`src/time_access_coherence_defines.vh`:
```
`ifndef TIME_ACCESS_COHERENCE_DEFINES_VH
`define TIME_ACCESS_COHERENCE_DEFINES_VH

// Clock rate in hertz (100 ns period)
`define TAC_CLK_HZ          10000000
// Longest bus access before the internal timeout, in milliseconds
`define TAC_TIMEOUT_MS      950
// Timeout in clock cycles, 950 ms at 10 MHz, sized for the 24-bit count
`define TAC_TIMEOUT_CYC     24'h90F560
// Counter width for the timeout measurement
`define TAC_TMO_W           24
// Prescaler stages from 4096 Hz down to 1 Hz
`define TAC_PRESC_W         12
// Bytes read after a read timeout
`define TAC_READ_FILL       8'hFF
// Hundredths reset value after a seconds write
`define TAC_HUND_CLEAR      8'h00
// Time counter address range
`define TAC_TIME_ADDR_LO    8'h00
`define TAC_TIME_ADDR_HI    8'h07

`endif

```
`src/time_access_coherence.v`:
```
`timescale 1ns/1ps
`default_nettype none
`include "time_access_coherence_defines.vh"

// Operation
// - Freeze time counters during short accesses
// - Remember one tick, apply after STOP
// - Halt toggle, event, seconds write resync
// - Prescaler reset shortens period for consumers
// - STOP unfreezes and applies pending tick
// - Seconds write clears hundredths to 00
// - Write timeout resets bus, keeps time
// - Read timeout returns FFh, applies tick
// - Address pointer kept across stop, timeout
// - Hundredths keep running during reads
// - Write without seconds keeps phase, tick
// - Halt or event resync keeps seconds
module time_access_coherence #(
  parameter [23:0] TIMEOUT_CYC = `TAC_TIMEOUT_CYC
) (
  input  wire       clk_sys_in,
  input  wire       rst_n_in,
  input  wire       tick_4096_in,
  input  wire       bus_start_in,
  input  wire       bus_stop_in,
  input  wire       bus_read_in,
  input  wire       bus_wr_in,
  input  wire [7:0] bus_addr_in,
  input  wire       halt_bit_in,
  input  wire       external_event_input,
  input  wire       event_sync_enable,
  input  wire       tick_100hz_in,
  output reg        freeze_out,
  output reg        sec_inc_out,
  output reg        hund_run_out,
  output reg        hund_clear_out,
  output reg        presc_reset_out,
  output reg        bus_reset_out,
  output reg        read_fill_out,
  output reg  [7:0] read_fill_data_out,
  output reg  [11:0] presc_out,
  output reg  [7:0] addr_ptr_out
);

  // Access state
  localparam [1:0] ST_IDLE  = 2'b00;
  localparam [1:0] ST_WRITE = 2'b01;
  localparam [1:0] ST_READ  = 2'b10;
  localparam [1:0] ST_TMO   = 2'b11;

  // How an access is handled
  //   IDLE  : no access; 1 Hz wraps go straight to the time counters
  //   WRITE : host is writing; time and hundredths are frozen
  //   READ  : host is reading; time frozen, hundredths keep running
  //   TMO   : access cut by the timeout; counting runs as in IDLE
  // A START enters WRITE or READ from any state unless a STOP or the
  // timeout wins in the same cycle, taking the direction from the read
  // level that comes with it; a repeated START may switch direction
  // without a STOP in between.
  // While frozen, at most one wrap of the prescaler is kept back and
  // issued as soon as the freeze ends, by STOP or by timeout.
  // Three events resynchronise the prescaler: a seconds write and a
  // halt bit written 0 then 1, both inside an access, and a rising
  // edge on the event input while event sync is enabled (this one
  // also acts outside an access). Each drops the kept-back wrap.
  // Output pulses (increment, clear, prescaler reset, bus reset) last
  // one cycle each and come from flip-flops, one cycle after the
  // input that causes them; a prescaler reset comes three cycles after the event input.
  // Hazard: a START and the timeout in the same cycle let the timeout
  // win, so that access is lost and the host must START again.
  // Limitation: the hundredths and seconds counters live outside this
  // block and only see the pulses made here; an access abandoned
  // without a STOP ends only by the timeout.

  reg  [1:0]  state_r;
  reg  [1:0]  state_nxt;
  reg  [23:0] tmo_cnt_r;
  reg         pend_r;
  reg         halt_q_r;
  reg         halt_was_low_r;
  reg         tmo_read_r;
  reg         ev_s1_r;
  reg         ev_s2_r;
  reg         ev_s3_r;
  wire        ev_rise;
  wire        sec_wr;
  wire        halt_resync;
  wire        resync;
  wire        presc_wrap;
  wire        active;
  wire        timeout;
  wire        freezing;

  // Seconds lives at address 01h
  function is_seconds;
    input [7:0] a;
    begin
      is_seconds = (a == (`TAC_TIME_ADDR_LO + 8'h01));
    end
  endfunction

  // True for the two states in which an access holds the bus
  function is_access;
    input [1:0] st;
    begin
      is_access = (st == ST_WRITE) || (st == ST_READ);
    end
  endfunction

  // True for a read access
  function is_read;
    input [1:0] st;
    begin
      is_read = (st == ST_READ);
    end
  endfunction

  // Access decode, edge detect and the three resync sources
  assign active   = is_access(state_r);
  assign freezing = is_access(state_nxt);
  assign timeout  = active && (tmo_cnt_r >= TIMEOUT_CYC);
  assign ev_rise  = ev_s2_r & ~ev_s3_r;
  assign sec_wr   = bus_wr_in & is_seconds(bus_addr_in) & active;
  // Halt resync fires once, on the 0-to-1 return inside an access
  assign halt_resync = halt_bit_in & ~halt_q_r & halt_was_low_r &
                       active;
  assign resync   = sec_wr | halt_resync |
                    (ev_rise & event_sync_enable);
  assign presc_wrap = tick_4096_in && (presc_out == 12'hFFF);

  // Event input synchroniser
  always @(posedge clk_sys_in or negedge rst_n_in) begin
    if (!rst_n_in) begin
      ev_s1_r <= 1'b0;
      ev_s2_r <= 1'b0;
      ev_s3_r <= 1'b0;
    end else begin
      ev_s1_r <= external_event_input;
      ev_s2_r <= ev_s1_r;
      ev_s3_r <= ev_s2_r;
    end
  end

  // Access state sequencing
  always @* begin
    state_nxt = state_r;
    case (state_r)
      ST_IDLE: begin
        if (bus_start_in)
          state_nxt = bus_read_in ? ST_READ : ST_WRITE;
      end
      ST_WRITE, ST_READ: begin
        if (timeout)
          state_nxt = ST_TMO;
        else if (bus_stop_in)
          state_nxt = ST_IDLE;
        else if (bus_start_in)
          state_nxt = bus_read_in ? ST_READ : ST_WRITE;
      end
      ST_TMO: begin
        if (bus_start_in)
          state_nxt = bus_read_in ? ST_READ : ST_WRITE;
      end
      default: state_nxt = ST_IDLE;
    endcase
  end

  // Access state register
  always @(posedge clk_sys_in or negedge rst_n_in) begin
    if (!rst_n_in) begin
      state_r <= ST_IDLE;
    end else begin
      state_r <= state_nxt;
    end
  end

  // Halt bit history: a low level seen inside the access arms the
  // 0-then-1 resync, the delayed copy turns the return to 1 into a
  // single pulse; leaving the access disarms it
  always @(posedge clk_sys_in or negedge rst_n_in) begin
    if (!rst_n_in) begin
      halt_q_r       <= 1'b0;
      halt_was_low_r <= 1'b0;
    end else begin
      halt_q_r <= halt_bit_in;
      if (!active)
        halt_was_low_r <= 1'b0;
      else if (!halt_bit_in)
        halt_was_low_r <= 1'b1;
    end
  end

  // Access duration, measured from each START so that a repeated
  // START restarts it; the count parks once the limit is reached and
  // stays parked until the host opens a new access
  always @(posedge clk_sys_in or negedge rst_n_in) begin
    if (!rst_n_in) begin
      tmo_cnt_r <= 24'h000000;
    end else if (bus_start_in) begin
      tmo_cnt_r <= 24'h000000;
    end else if (active && !timeout) begin
      tmo_cnt_r <= tmo_cnt_r + 24'h000001;
    end
  end

  // Prescaler from 4096 Hz down to 1 Hz. A resync restarts the whole
  // chain, so calendar counting, clock output, timers, temperature
  // sampling and the event filter all see a shortened current period,
  // while the stored seconds value is left alone
  always @(posedge clk_sys_in or negedge rst_n_in) begin
    if (!rst_n_in) begin
      presc_out       <= 12'h000;
      presc_reset_out <= 1'b0;
    end else begin
      if (resync)
        presc_out <= 12'h000;
      else if (tick_4096_in)
        presc_out <= presc_out + 12'h001;
      presc_reset_out <= resync;
    end
  end

  // Once-per-second tick. While the counters are frozen one wrap is
  // remembered and a second one merges into it; when the freeze ends,
  // by STOP or by timeout, the remembered or a fresh wrap is issued.
  // A resync throws the remembered tick away and beats a wrap in the
  // same cycle, so a seconds write never gains an extra second.
  always @(posedge clk_sys_in or negedge rst_n_in) begin
    if (!rst_n_in) begin
      pend_r      <= 1'b0;
      sec_inc_out <= 1'b0;
    end else begin
      sec_inc_out <= 1'b0;
      if (resync) begin
        pend_r <= 1'b0;
      end else if (freezing) begin
        if (presc_wrap)
          pend_r <= 1'b1;
      end else if (pend_r || presc_wrap) begin
        sec_inc_out <= 1'b1;
        pend_r      <= 1'b0;
      end
    end
  end

  // Freeze mirrors the access state: up one cycle after START, down
  // one cycle after STOP or the timeout
  always @(posedge clk_sys_in or negedge rst_n_in) begin
    if (!rst_n_in) begin
      freeze_out <= 1'b0;
    end else begin
      freeze_out <= freezing;
    end
  end

  // Hundredths keep counting through reads but hold during writes;
  // a seconds write clears them
  always @(posedge clk_sys_in or negedge rst_n_in) begin
    if (!rst_n_in) begin
      hund_run_out   <= 1'b0;
      hund_clear_out <= 1'b0;
    end else begin
      hund_run_out   <= tick_100hz_in &&
                        (state_nxt != ST_WRITE);
      hund_clear_out <= sec_wr;
    end
  end

  // Timeout: reset the bus interface for one cycle and keep time as it
  // was. A cut read leaves every further byte reading as all ones
  // until the host opens a fresh access with START.
  always @(posedge clk_sys_in or negedge rst_n_in) begin
    if (!rst_n_in) begin
      bus_reset_out      <= 1'b0;
      tmo_read_r         <= 1'b0;
      read_fill_out      <= 1'b0;
      read_fill_data_out <= 8'h00;
    end else begin
      bus_reset_out <= timeout;
      if (timeout)
        tmo_read_r <= is_read(state_r);
      else if (bus_start_in)
        tmo_read_r <= 1'b0;
      if (timeout)
        read_fill_out <= is_read(state_r);
      else if (bus_start_in)
        read_fill_out <= 1'b0;
      else
        read_fill_out <= tmo_read_r;
      read_fill_data_out <= `TAC_READ_FILL;
    end
  end

  // Register pointer: moved only by written address bytes inside an
  // access, so neither STOP nor the forced stop after a timeout
  // disturbs it
  always @(posedge clk_sys_in or negedge rst_n_in) begin
    if (!rst_n_in) begin
      addr_ptr_out <= 8'h00;
    end else if (bus_wr_in && active) begin
      addr_ptr_out <= bus_addr_in;
    end
  end

endmodule // time_access_coherence
`default_nettype wire

```
`config.mk`:
```
export PLATFORM = sky130hd
export DESIGN_NAME = time_access_coherence
export DESIGN_NICKNAME = d
export VERILOG_FILES = /design/src/time_access_coherence.v
export VERILOG_INCLUDE_DIRS = /design/src
export SDC_FILE = /design/constraint.sdc
export NUM_CORES = 1
export LEC_CHECK = 0
export BUFFER_PORTS_ARGS = -buffer_cell sky130_fd_sc_hd__buf_2
export CORE_MARGIN = 3
export CORE_UTILIZATION = 40
export DETAILED_ROUTE_END_ITERATION = 8
export PLACE_DENSITY_LB_ADDON = 0.25
export SYNTH_ARGS = -nofsm -noshare
export SYNTH_HDL_FRONTEND = slang
export SYNTH_SLANG_ARGS = --single-unit
```
`constraint.sdc`:
```
create_clock -name clk_sys_in -period 2.4 [get_ports clk_sys_in]
set_input_delay 0.24 -clock clk_sys_in [delete_from_list [all_inputs] [get_ports clk_sys_in]]
set_output_delay 0.24 -clock clk_sys_in [all_outputs]
set_load 0.02 [all_outputs]
```
[After elaboration in Yosys (flattened, before gate mapping)]
Cells that the tools add are included.
Operators by class
  $add $sub $neg: 2
  order comparisons: 1
  equality and inequality tests: 10
  bitwise gates (word level): 11
  multiplexer cells: 20
  reductions and logical operators: 17
Operators by type and width (number)
  2-to-1 mux 24 bit: 2
  adder 24 x 1 -> 24 bit (second input constant): 1
  greater-or-equal comparator 24 bit (second input constant): 1
  2-to-1 mux 12 bit: 2
  adder 12 x 1 -> 12 bit (second input constant): 1
  == test 12 bit (second input constant): 1
  2-to-1 mux 1 bit: 11
  == test 8 x 1 -> 1 bit (second input constant): 1
  2-to-1 mux 2 bit: 4
  bitwise AND 1 bit: 7
  == test 2 bit (second input constant): 3
  nonzero test 2 bit: 3
  logical AND 1 bit: 5
  == test 2 x 1 -> 1 bit (second input constant): 2
  case mux 2 bit (2 select lines): 1
  OR reduction 2 bit: 2
  logical OR 1 bit: 3
  != test 3 bit (second input constant): 1
  nonzero test 3 bit: 1
  zero test 2 bit: 1
  != test 2 x 1 -> 1 bit (second input constant): 1
  != test 2 bit (second input constant): 1
  NOT 1 bit: 2
  bitwise OR 1 bit: 2
  other kinds (2): 2
Word-level totals
  register bits: 60

[Depth between registers and ports, before layout]
Gate-level depths: netlist of the first run.
  word-level depth: 9
  gate-level depth with buffers: 9
  depth with buffers taken out: 9

[Worst setup path after synthesis of the first run]
No wires, ideal clock.
  path kind: register to register
  start point: register state_r[0]
  end point: register tmo_cnt_r[5]
  path slack: 0.249 ns
  data arrival time: 2.026 ns
  setup time: 0.125 ns
  clock period less this slack: 2.151 ns
  buffers on the path: 1
  required time: 2.275 ns
  cell stages (with the launch flop): 9
  path through: dfrtp_1 inv_1 ha_1 nor3_1 o211ai_2 and2_4 buf_6 nor4b_1 mux2_2
Between the ends
  cells in the longest elaborated chain, start to end: 6
  elaborated cells between the ends (all ways): 7
RTL lines
  from (decl): RTL line time_access_coherence.v:75  | reg [1:0] state_r;
  from (signal assigned): RTL line time_access_coherence.v:173  | state_r <= state_nxt;
  == test 2 x 1 -> 1 bit or == test 2 bit (tied branches): RTL line time_access_coherence.v:106  | is_access = (st == ST_WRITE) || (st == ST_READ);
  logical OR 1 bit *: RTL line time_access_coherence.v:106
  logical AND 1 bit: RTL line time_access_coherence.v:121  | assign timeout = active && (tmo_cnt_r >= TIMEOUT_CYC);
  zero test 1 bit: RTL line time_access_coherence.v:201  | end else if (active && !timeout) begin
  logical AND 1 bit *: RTL line time_access_coherence.v:201
  nonzero test 2 bit (no source line) *
  to (signal assigned): RTL line time_access_coherence.v:202  | tmo_cnt_r <= tmo_cnt_r + 24'h000001;
  to (decl): RTL line time_access_coherence.v:77  | reg [23:0] tmo_cnt_r;
Every way passes the cells marked *; elsewhere a longest branch is shown, timed or not.
A chain may end at the register's enable or synchronous reset.

[Worst setup path in the final report of the first run]
  start point: register state_r[1]
  end point: register tmo_cnt_r[13]
Same word-level chain as after synthesis.

==> results.sh, run 1 <==
export IMPL_status="complete, no violations"
export IMPL_worst_pin_slew_ns=0.618
export IMPL_synthFlopType="dfrtp_1"
export IMPL_synthCells=285
export IMPL_critPathKind="register to register"
export IMPL_place_gp_congestion=0.797
export IMPL_hold_path_class="input pin to register"
export IMPL_synth_area_leaders="dfrtp_1, mux2_2, nor2_1"
export IMPL_row_count=30
export IMPL_routed_via_density=5.24
export IMPL_top_usage_layer="met2"
export IMPL_clock_latency_ns=0.34
export IMPL_die_x_um=91.9
export IMPL_grt_max_degree=35
export IMPL_dieArea_mm2=0.00845
export IMPL_place_inst=424
export IMPL_globalRouteMet1Util_pct=19.9
export IMPL_cts_max_level=3
export IMPL_synth_edff_count=0
export IMPL_finalHoldViolations=0
export IMPL_synth_largest_area_cell="dfrtp_1"
export IMPL_cp_end_kind="register"
export IMPL_synthDistinctLibCells=45
export IMPL_vias=2313
export IMPL_min_delay_start="halt_bit_in"
export IMPL_die_y_um=91.9
export IMPL_clock_tree_root_cell="clkbuf_8"
export IMPL_clock_sinks=60
export IMPL_critical_path_arrival_ns=2.49
export IMPL_num_antenna_cells=0
export IMPL_coreArea_mm2=0.00698
export IMPL_met2_usage_pct=25.6
export IMPL_io_buffer_count=53
export IMPL_synth_nets=309
export IMPL_cts_buffers=9
export IMPL_cts_tree="built"
export IMPL_ant_nets=0
export IMPL_dp_hpwl_mm=4.45
export IMPL_min_period_ns=2.25
export IMPL_areaGrowthSynthToFinish_pct=22.3
export IMPL_yosys_warnings=0
export IMPL_r2r_start="state_r[1]$_DFF_PN0_"
export IMPL_drt_iter0_drc=84
export IMPL_finalSetupViolCount=0
export IMPL_fin_cells=441
export IMPL_worstPathMaxFanout=22
export IMPL_antenna_found_initial=0
export IMPL_final_net_count=365
export IMPL_synth_top_area_share_pct=50.9
export IMPL_layout_worst_path_cycle_share_pct=93.7
export IMPL_p_per_area_mw_per_mm2=914
export IMPL_cts_buffer_depth=2
export IMPL_routed_wl_mm=6.36
export IMPL_dp_worst_setup_slack_ns=0.103
export IMPL_nFillCells=678
export IMPL_grt_usage_pct=16.0
export IMPL_drcViolationCount=0
export IMPL_cp_start_kind="register"
export IMPL_final_cell_mix="dfrtp_1, buf_2, nor2_1, a21oi_1, nand2_1"
export IMPL_slew_violations=0
export IMPL_start_util_pct=42.3
export IMPL_async_flop_share_pct=100
export IMPL_final_common_cell="dfrtp_1"
export IMPL_grt_pass1_vias=2231
export IMPL_worstSetupStartpoint="state_r[1]$_DFF_PN0_"
export IMPL_wl_per_cell_um=14.4
export IMPL_achievable_frequency_mhz=445
export IMPL_relSlewSlack_pct=57.7
export IMPL_synth_area_mm2=0.00295
export IMPL_grt_ovfl_total=0
export IMPL_required_ns=2.64
export IMPL_dr_pass1_iters=4
export IMPL_total_power_mw=3.30
export IMPL_ir_drop_uv=583
export IMPL_grt_pass1_wl_mm=10.7
export IMPL_drive_gt1_share_pct=29.6
export IMPL_synth_seq_cells=60
export IMPL_ys_seq_area_share_pct=50.9
export IMPL_max_cap_violations=0
export IMPL_grtUsageMet3_pct=6.15
export IMPL_p_leak_nw=1.66
export IMPL_io_pins=54
export IMPL_clock_skew_ns=0.00986
export IMPL_worst_slack_ns=0.151
export IMPL_path_clk_slew_ns=0.07
export IMPL_synth_avg_cell_area_um2=10.4
==> what timing repair did <==
item                                    CTS  global route
endpoints found under the hold margin    27             0
buffers inserted                          0             0
endpoints found under the setup margin    0             7
hold buffers                              2             0
resized for setup                         0             4
==> Yosys cell counts, drive strengths merged (6+ instances only) <==
library cell	number
and2	8
nand4	11
a21oi	20
o31ai	9
nor2	30
nand3	12
inv	6
mux2	15
or4	10
buf	12
nand2	16
xnor2	6
nor2b	9
and3	6
dfrtp	60
xor2	8
==> path summary, 6_finish.rpt <==
check | to | slack, ns | cells past startpoint
setup / recovery | tmo_cnt_r[13]$_DFFE_PN0P_ | 0.15 | 6
hold / removal | halt_q_r$_DFF_PN0_ | 0.03 | 1
setup reg to reg | tmo_cnt_r[13]$_DFFE_PN0P_ | 0.15 | 6
hold reg to reg | ev_s2_r$_DFF_PN0_ | 0.36 | 0
max in group asynchronous | tmo_cnt_r[23]$_DFFE_PN0P_ | 1.33 | 3
min in group asynchronous | tmo_cnt_r[6]$_DFFE_PN0P_ | 0.47 | 2
==> through the flow <==
stage	TNS, ns	util [%]	instance area, µm²	hold slack [ns]
after global placement	0	47.2	3300	0.304
after detailed placement	0	47.2	3300	0.314
final	0	51.7	3610	0.0315
after floorplan	0	-	2950	-0.0556
after global routing	-0.00236	51.7	3610	0.0296
after CTS	0	51.4	3590	0.0192
==> kinds of logic after synthesis <==
| kind of cell | after synthesis | synth area share (%) |
|---|---|---|
| compound gates | 42 | 8.90 |
| xor+xnor | 14 | 4.15 |
| fa+ha+maj | 5 | 2.12 |
| buf+inv | 23 | 4.32 |
| flops | 60 | 50.9 |
| mux | 17 | 6.40 |
| other cells | 1 | 0.127 |
| simple gates | 123 | 23.1 |
==> final cells by class <==
cell class              count  area, µm²  share of cell area [%]
clock buffers              11        151                    4.19
clock inverters             4        120                    3.33
multi-input cells         202       1340                    37.2
flip-flops and latches     60       1500                    41.6
well taps                  96        120                    3.33
inverters                   6       22.5                   0.624
repair buffers             62        350                    9.71
==> critical path: stages, from the launching register on <==
cell      delay [ns]
dfrtp_1         0.39
ha_1            0.40
nor3_2          0.23
o211ai_2        0.14
and2_4          0.27
or4_1           0.50
a21oi_1         0.23
==> flip-flops by register name, summed over array words and instances (netlist names), 2 cells and up <==
| signal | cells |
|---|---|
| addr_ptr_out | 8 |
| presc_out | 12 |
| state_r | 2 |
| tmo_cnt_r | 24 |
==> power breakdown <==
group	switching [mW]	internal, mW
clock	0.400	0.846
sequential	0.105	1.17
combinational	0.477	0.303
total	0.983	2.31
==> metal layers <==
metal	up-vias	part of all wire [%]
li1	1120	-
met3	8	5.6
met2	47	48
met4	0	1.3
met1	1138	46
met5	-	0
Power figures use the tool's default switching activity.
==> run 2, diff against run 1 <==
- GPL_TIMING_DRIVEN: default -> 1
- REMOVE_ABC_BUFFERS: default -> 1
==> run 2 against run 1 <==
Compared with the run above: worst hold slack improved by 0.0064 ns; sequential share of layout area rose by 0.91 points; utilization fell by 1.1 points; critical path depth rose by 1; register-to-register slack got worse by 0.02 ns; via count fell by 0.17%; global-route usage fell by 0.79 points; design area fell by 2.1%; fmax fell by 0.91%; critical path type unchanged.
==> results.sh, run 2 (synthesis results as in run 1) <==
export IMPL_final_common_cell="dfrtp_1"
export IMPL_critical_path_arrival_ns=2.52
export IMPL_num_antenna_cells=0
export IMPL_r2r_end="pend_r$_DFFE_PN0P_"
export IMPL_areaGrowthSynthToFinish_pct=19.7
export IMPL_p_per_area_mw_per_mm2=840
export IMPL_routed_via_density=5.20
export IMPL_postCtsSetupRepairBufs=0
export IMPL_relSlewSlack_pct=50.4
export IMPL_clock_sinks=60
export IMPL_ff2ff_path_depth=7
export IMPL_crit_buf_inv=0
export IMPL_final_net_count=367
export IMPL_final_cell_mix="dfrtp_1, buf_2, nor2_1, a21oi_1, nand2_1"
export IMPL_drive_gt1_share_pct=29.6
export IMPL_r2r_slack_ns=0.13
export IMPL_start_util_pct=42.3
export IMPL_final_area_mm2=0.00353
export IMPL_placed_area_mm2=0.00330
export IMPL_cpPeakStageDelay_ns=0.41
export IMPL_io_pins=54
export IMPL_drt_iter0_drc=99
export IMPL_routed_wl_mm=6.13
export IMPL_seqCellArea_mm2=0.00150
export IMPL_dieArea_mm2=0.00845
export IMPL_ir_drop_uv=595
export IMPL_finalHoldViolations=0
export IMPL_cts_max_level=3
export IMPL_layout_worst_path_cycle_share_pct=94.6
export IMPL_dp_hpwl_mm=4.26
export IMPL_clock_skew_ns=0.00521
export IMPL_crit_chain="nor4bb_1 > and3_1 > nand3_1 > a21oi_1 > nand2b_1 > ha_1 > nor3_1"
export IMPL_rsz0062_at_grt="yes"
export IMPL_grt_pass1_vias=2305
export IMPL_nFillCells=676
export IMPL_drcViolationCount=0
export IMPL_cp_slowest_cell="dfrtp_1"
export IMPL_antenna_found_initial=0
export IMPL_holdWs_ns=0.0379
export IMPL_min_period_ns=2.27
export IMPL_grt_usage_pct=15.2
export IMPL_cts_buffer_depth=2
export IMPL_die_y_um=91.9
export IMPL_total_power_mw=2.97
export IMPL_grt_pass1_wl_mm=10.4
export IMPL_wl_per_cell_um=13.8
export IMPL_r2r_start="tmo_cnt_r[8]$_DFFE_PN0P_"
export IMPL_multi_input_area_mm2=0.00134
export IMPL_cts_buffers=9
export IMPL_hold_path_class="input pin to register"
export IMPL_clock_tree_root_cell="clkbuf_8"
export IMPL_row_count=30
export IMPL_worstSetupEndpoint="pend_r$_DFFE_PN0P_"
export IMPL_p_leak_nw=1.62
export IMPL_dr_pass1_iters=4
export IMPL_grt_ovfl_total=0
export IMPL_io_buffer_count=53
export IMPL_path_clk_slew_ns=0.07
export IMPL_vias=2309
export IMPL_worst_pin_slew_ns=0.744
export IMPL_place_gp_congestion=0.787
export IMPL_worstPathMaxFanout=5
export IMPL_achievable_frequency_mhz=441
export IMPL_cp_end_kind="register"
export IMPL_largestRegisters="tmo_cnt_r: 24 flops, presc_out: 12 flops, addr_ptr_out: 8 flops"
export IMPL_required_ns=2.65
export IMPL_status="complete, no violations"
export IMPL_finalSetupViolCount=0
export IMPL_clock_latency_ns=0.34
export IMPL_grt_max_degree=33
export IMPL_cts_tree="built"
export IMPL_die_x_um=91.9
export IMPL_coreArea_mm2=0.00698
export IMPL_max_cap_violations=0
export IMPL_path_delay_family="simple AND/OR/NAND/NOR gates"
export IMPL_worstSetupStartpoint="tmo_cnt_r[8]$_DFFE_PN0P_"
export IMPL_critical_path_depth=7
export IMPL_critPathKind="register to register"
export IMPL_ant_nets=0
export IMPL_largest_reg_flops=24
export IMPL_top_register="tmo_cnt_r"
export IMPL_cp_start_kind="register"
export IMPL_slew_violations=0
==> run 2: worst register-to-register path, stage by stage, from the launching register on <==
cell and delay [ns]:
dfrtp_1 0.41, nor4bb_1 0.38, and3_1 0.22, nand3_1 0.15, a21oi_1 0.39, nand2b_1 0.19, ha_1 0.25, nor3_1 0.20
==> run 2: report_power, final <==
part	total, mW	internal [mW]	switching [mW]
clock network	0.913	0.484	0.429
logic	0.789	0.308	0.481
registers	1.27	1.16	0.102
total	2.97	1.96	1.01
==> run 2: area by class of cell <==
class | count | share of cell area [%]
flip-flops and latches | 60 | 42.5
clock buffers | 9 | 3.51
clock inverters | 7 | 2.16
repair buffers | 64 | 9.99
well taps | 96 | 3.40
inverters | 6 | 0.638
multi-input cells | 202 | 37.8
==> run 2: layer usage <==
layer | part of all wire, % | track usage [%] | vias up
met4 | 0.69 | 3.71 | 0
met5 | 0 | 0 | -
li1 | - | - | 1125
met2 | 49 | 25.9 | 45
met1 | 46 | 18.7 | 1134
met3 | 4.6 | 5.17 | 5
==> run 2: worst min path at each step <==
stage / start / to / slack [ns] / cells after the start
after floorplan: rst_n_in / addr_ptr_out[0]$_DFFE_PN0P_ / -0.06 / 0
after global placement: rst_n_in / addr_ptr_out[3]$_DFFE_PN0P_ / 0.30 / 2
after detailed placement: rst_n_in / addr_ptr_out[5]$_DFFE_PN0P_ / 0.28 / 2
after CTS: halt_bit_in / halt_q_r$_DFF_PN0_ / 0.02 / 1
after global routing: halt_bit_in / halt_q_r$_DFF_PN0_ / 0.02 / 1
final: halt_bit_in / halt_q_r$_DFF_PN0_ / 0.04 / 1
==> run 2: metrics by stage <==
stage | std cells | setup slack (ns) | TNS, ns | utilization (%)
final | 444 | 0.131 | 0 | 50.6
after global routing | 444 | -0.00968 | -0.00968 | 50.6
after CTS | 444 | 0.127 | 0 | 50.4
after detailed placement | 426 | 0.187 | 0 | 47.3
after global placement | 426 | 0.259 | 0 | 47.3
after floorplan | 268 | 0.311 | 0 | -
==> run 2: timing repair <==
action                                  4_1_cts  5_1_grt
endpoints found under the setup margin        0        2
gates resized for setup                       0        2
hold endpoints to repair                     61        0
hold buffers                                  2        0
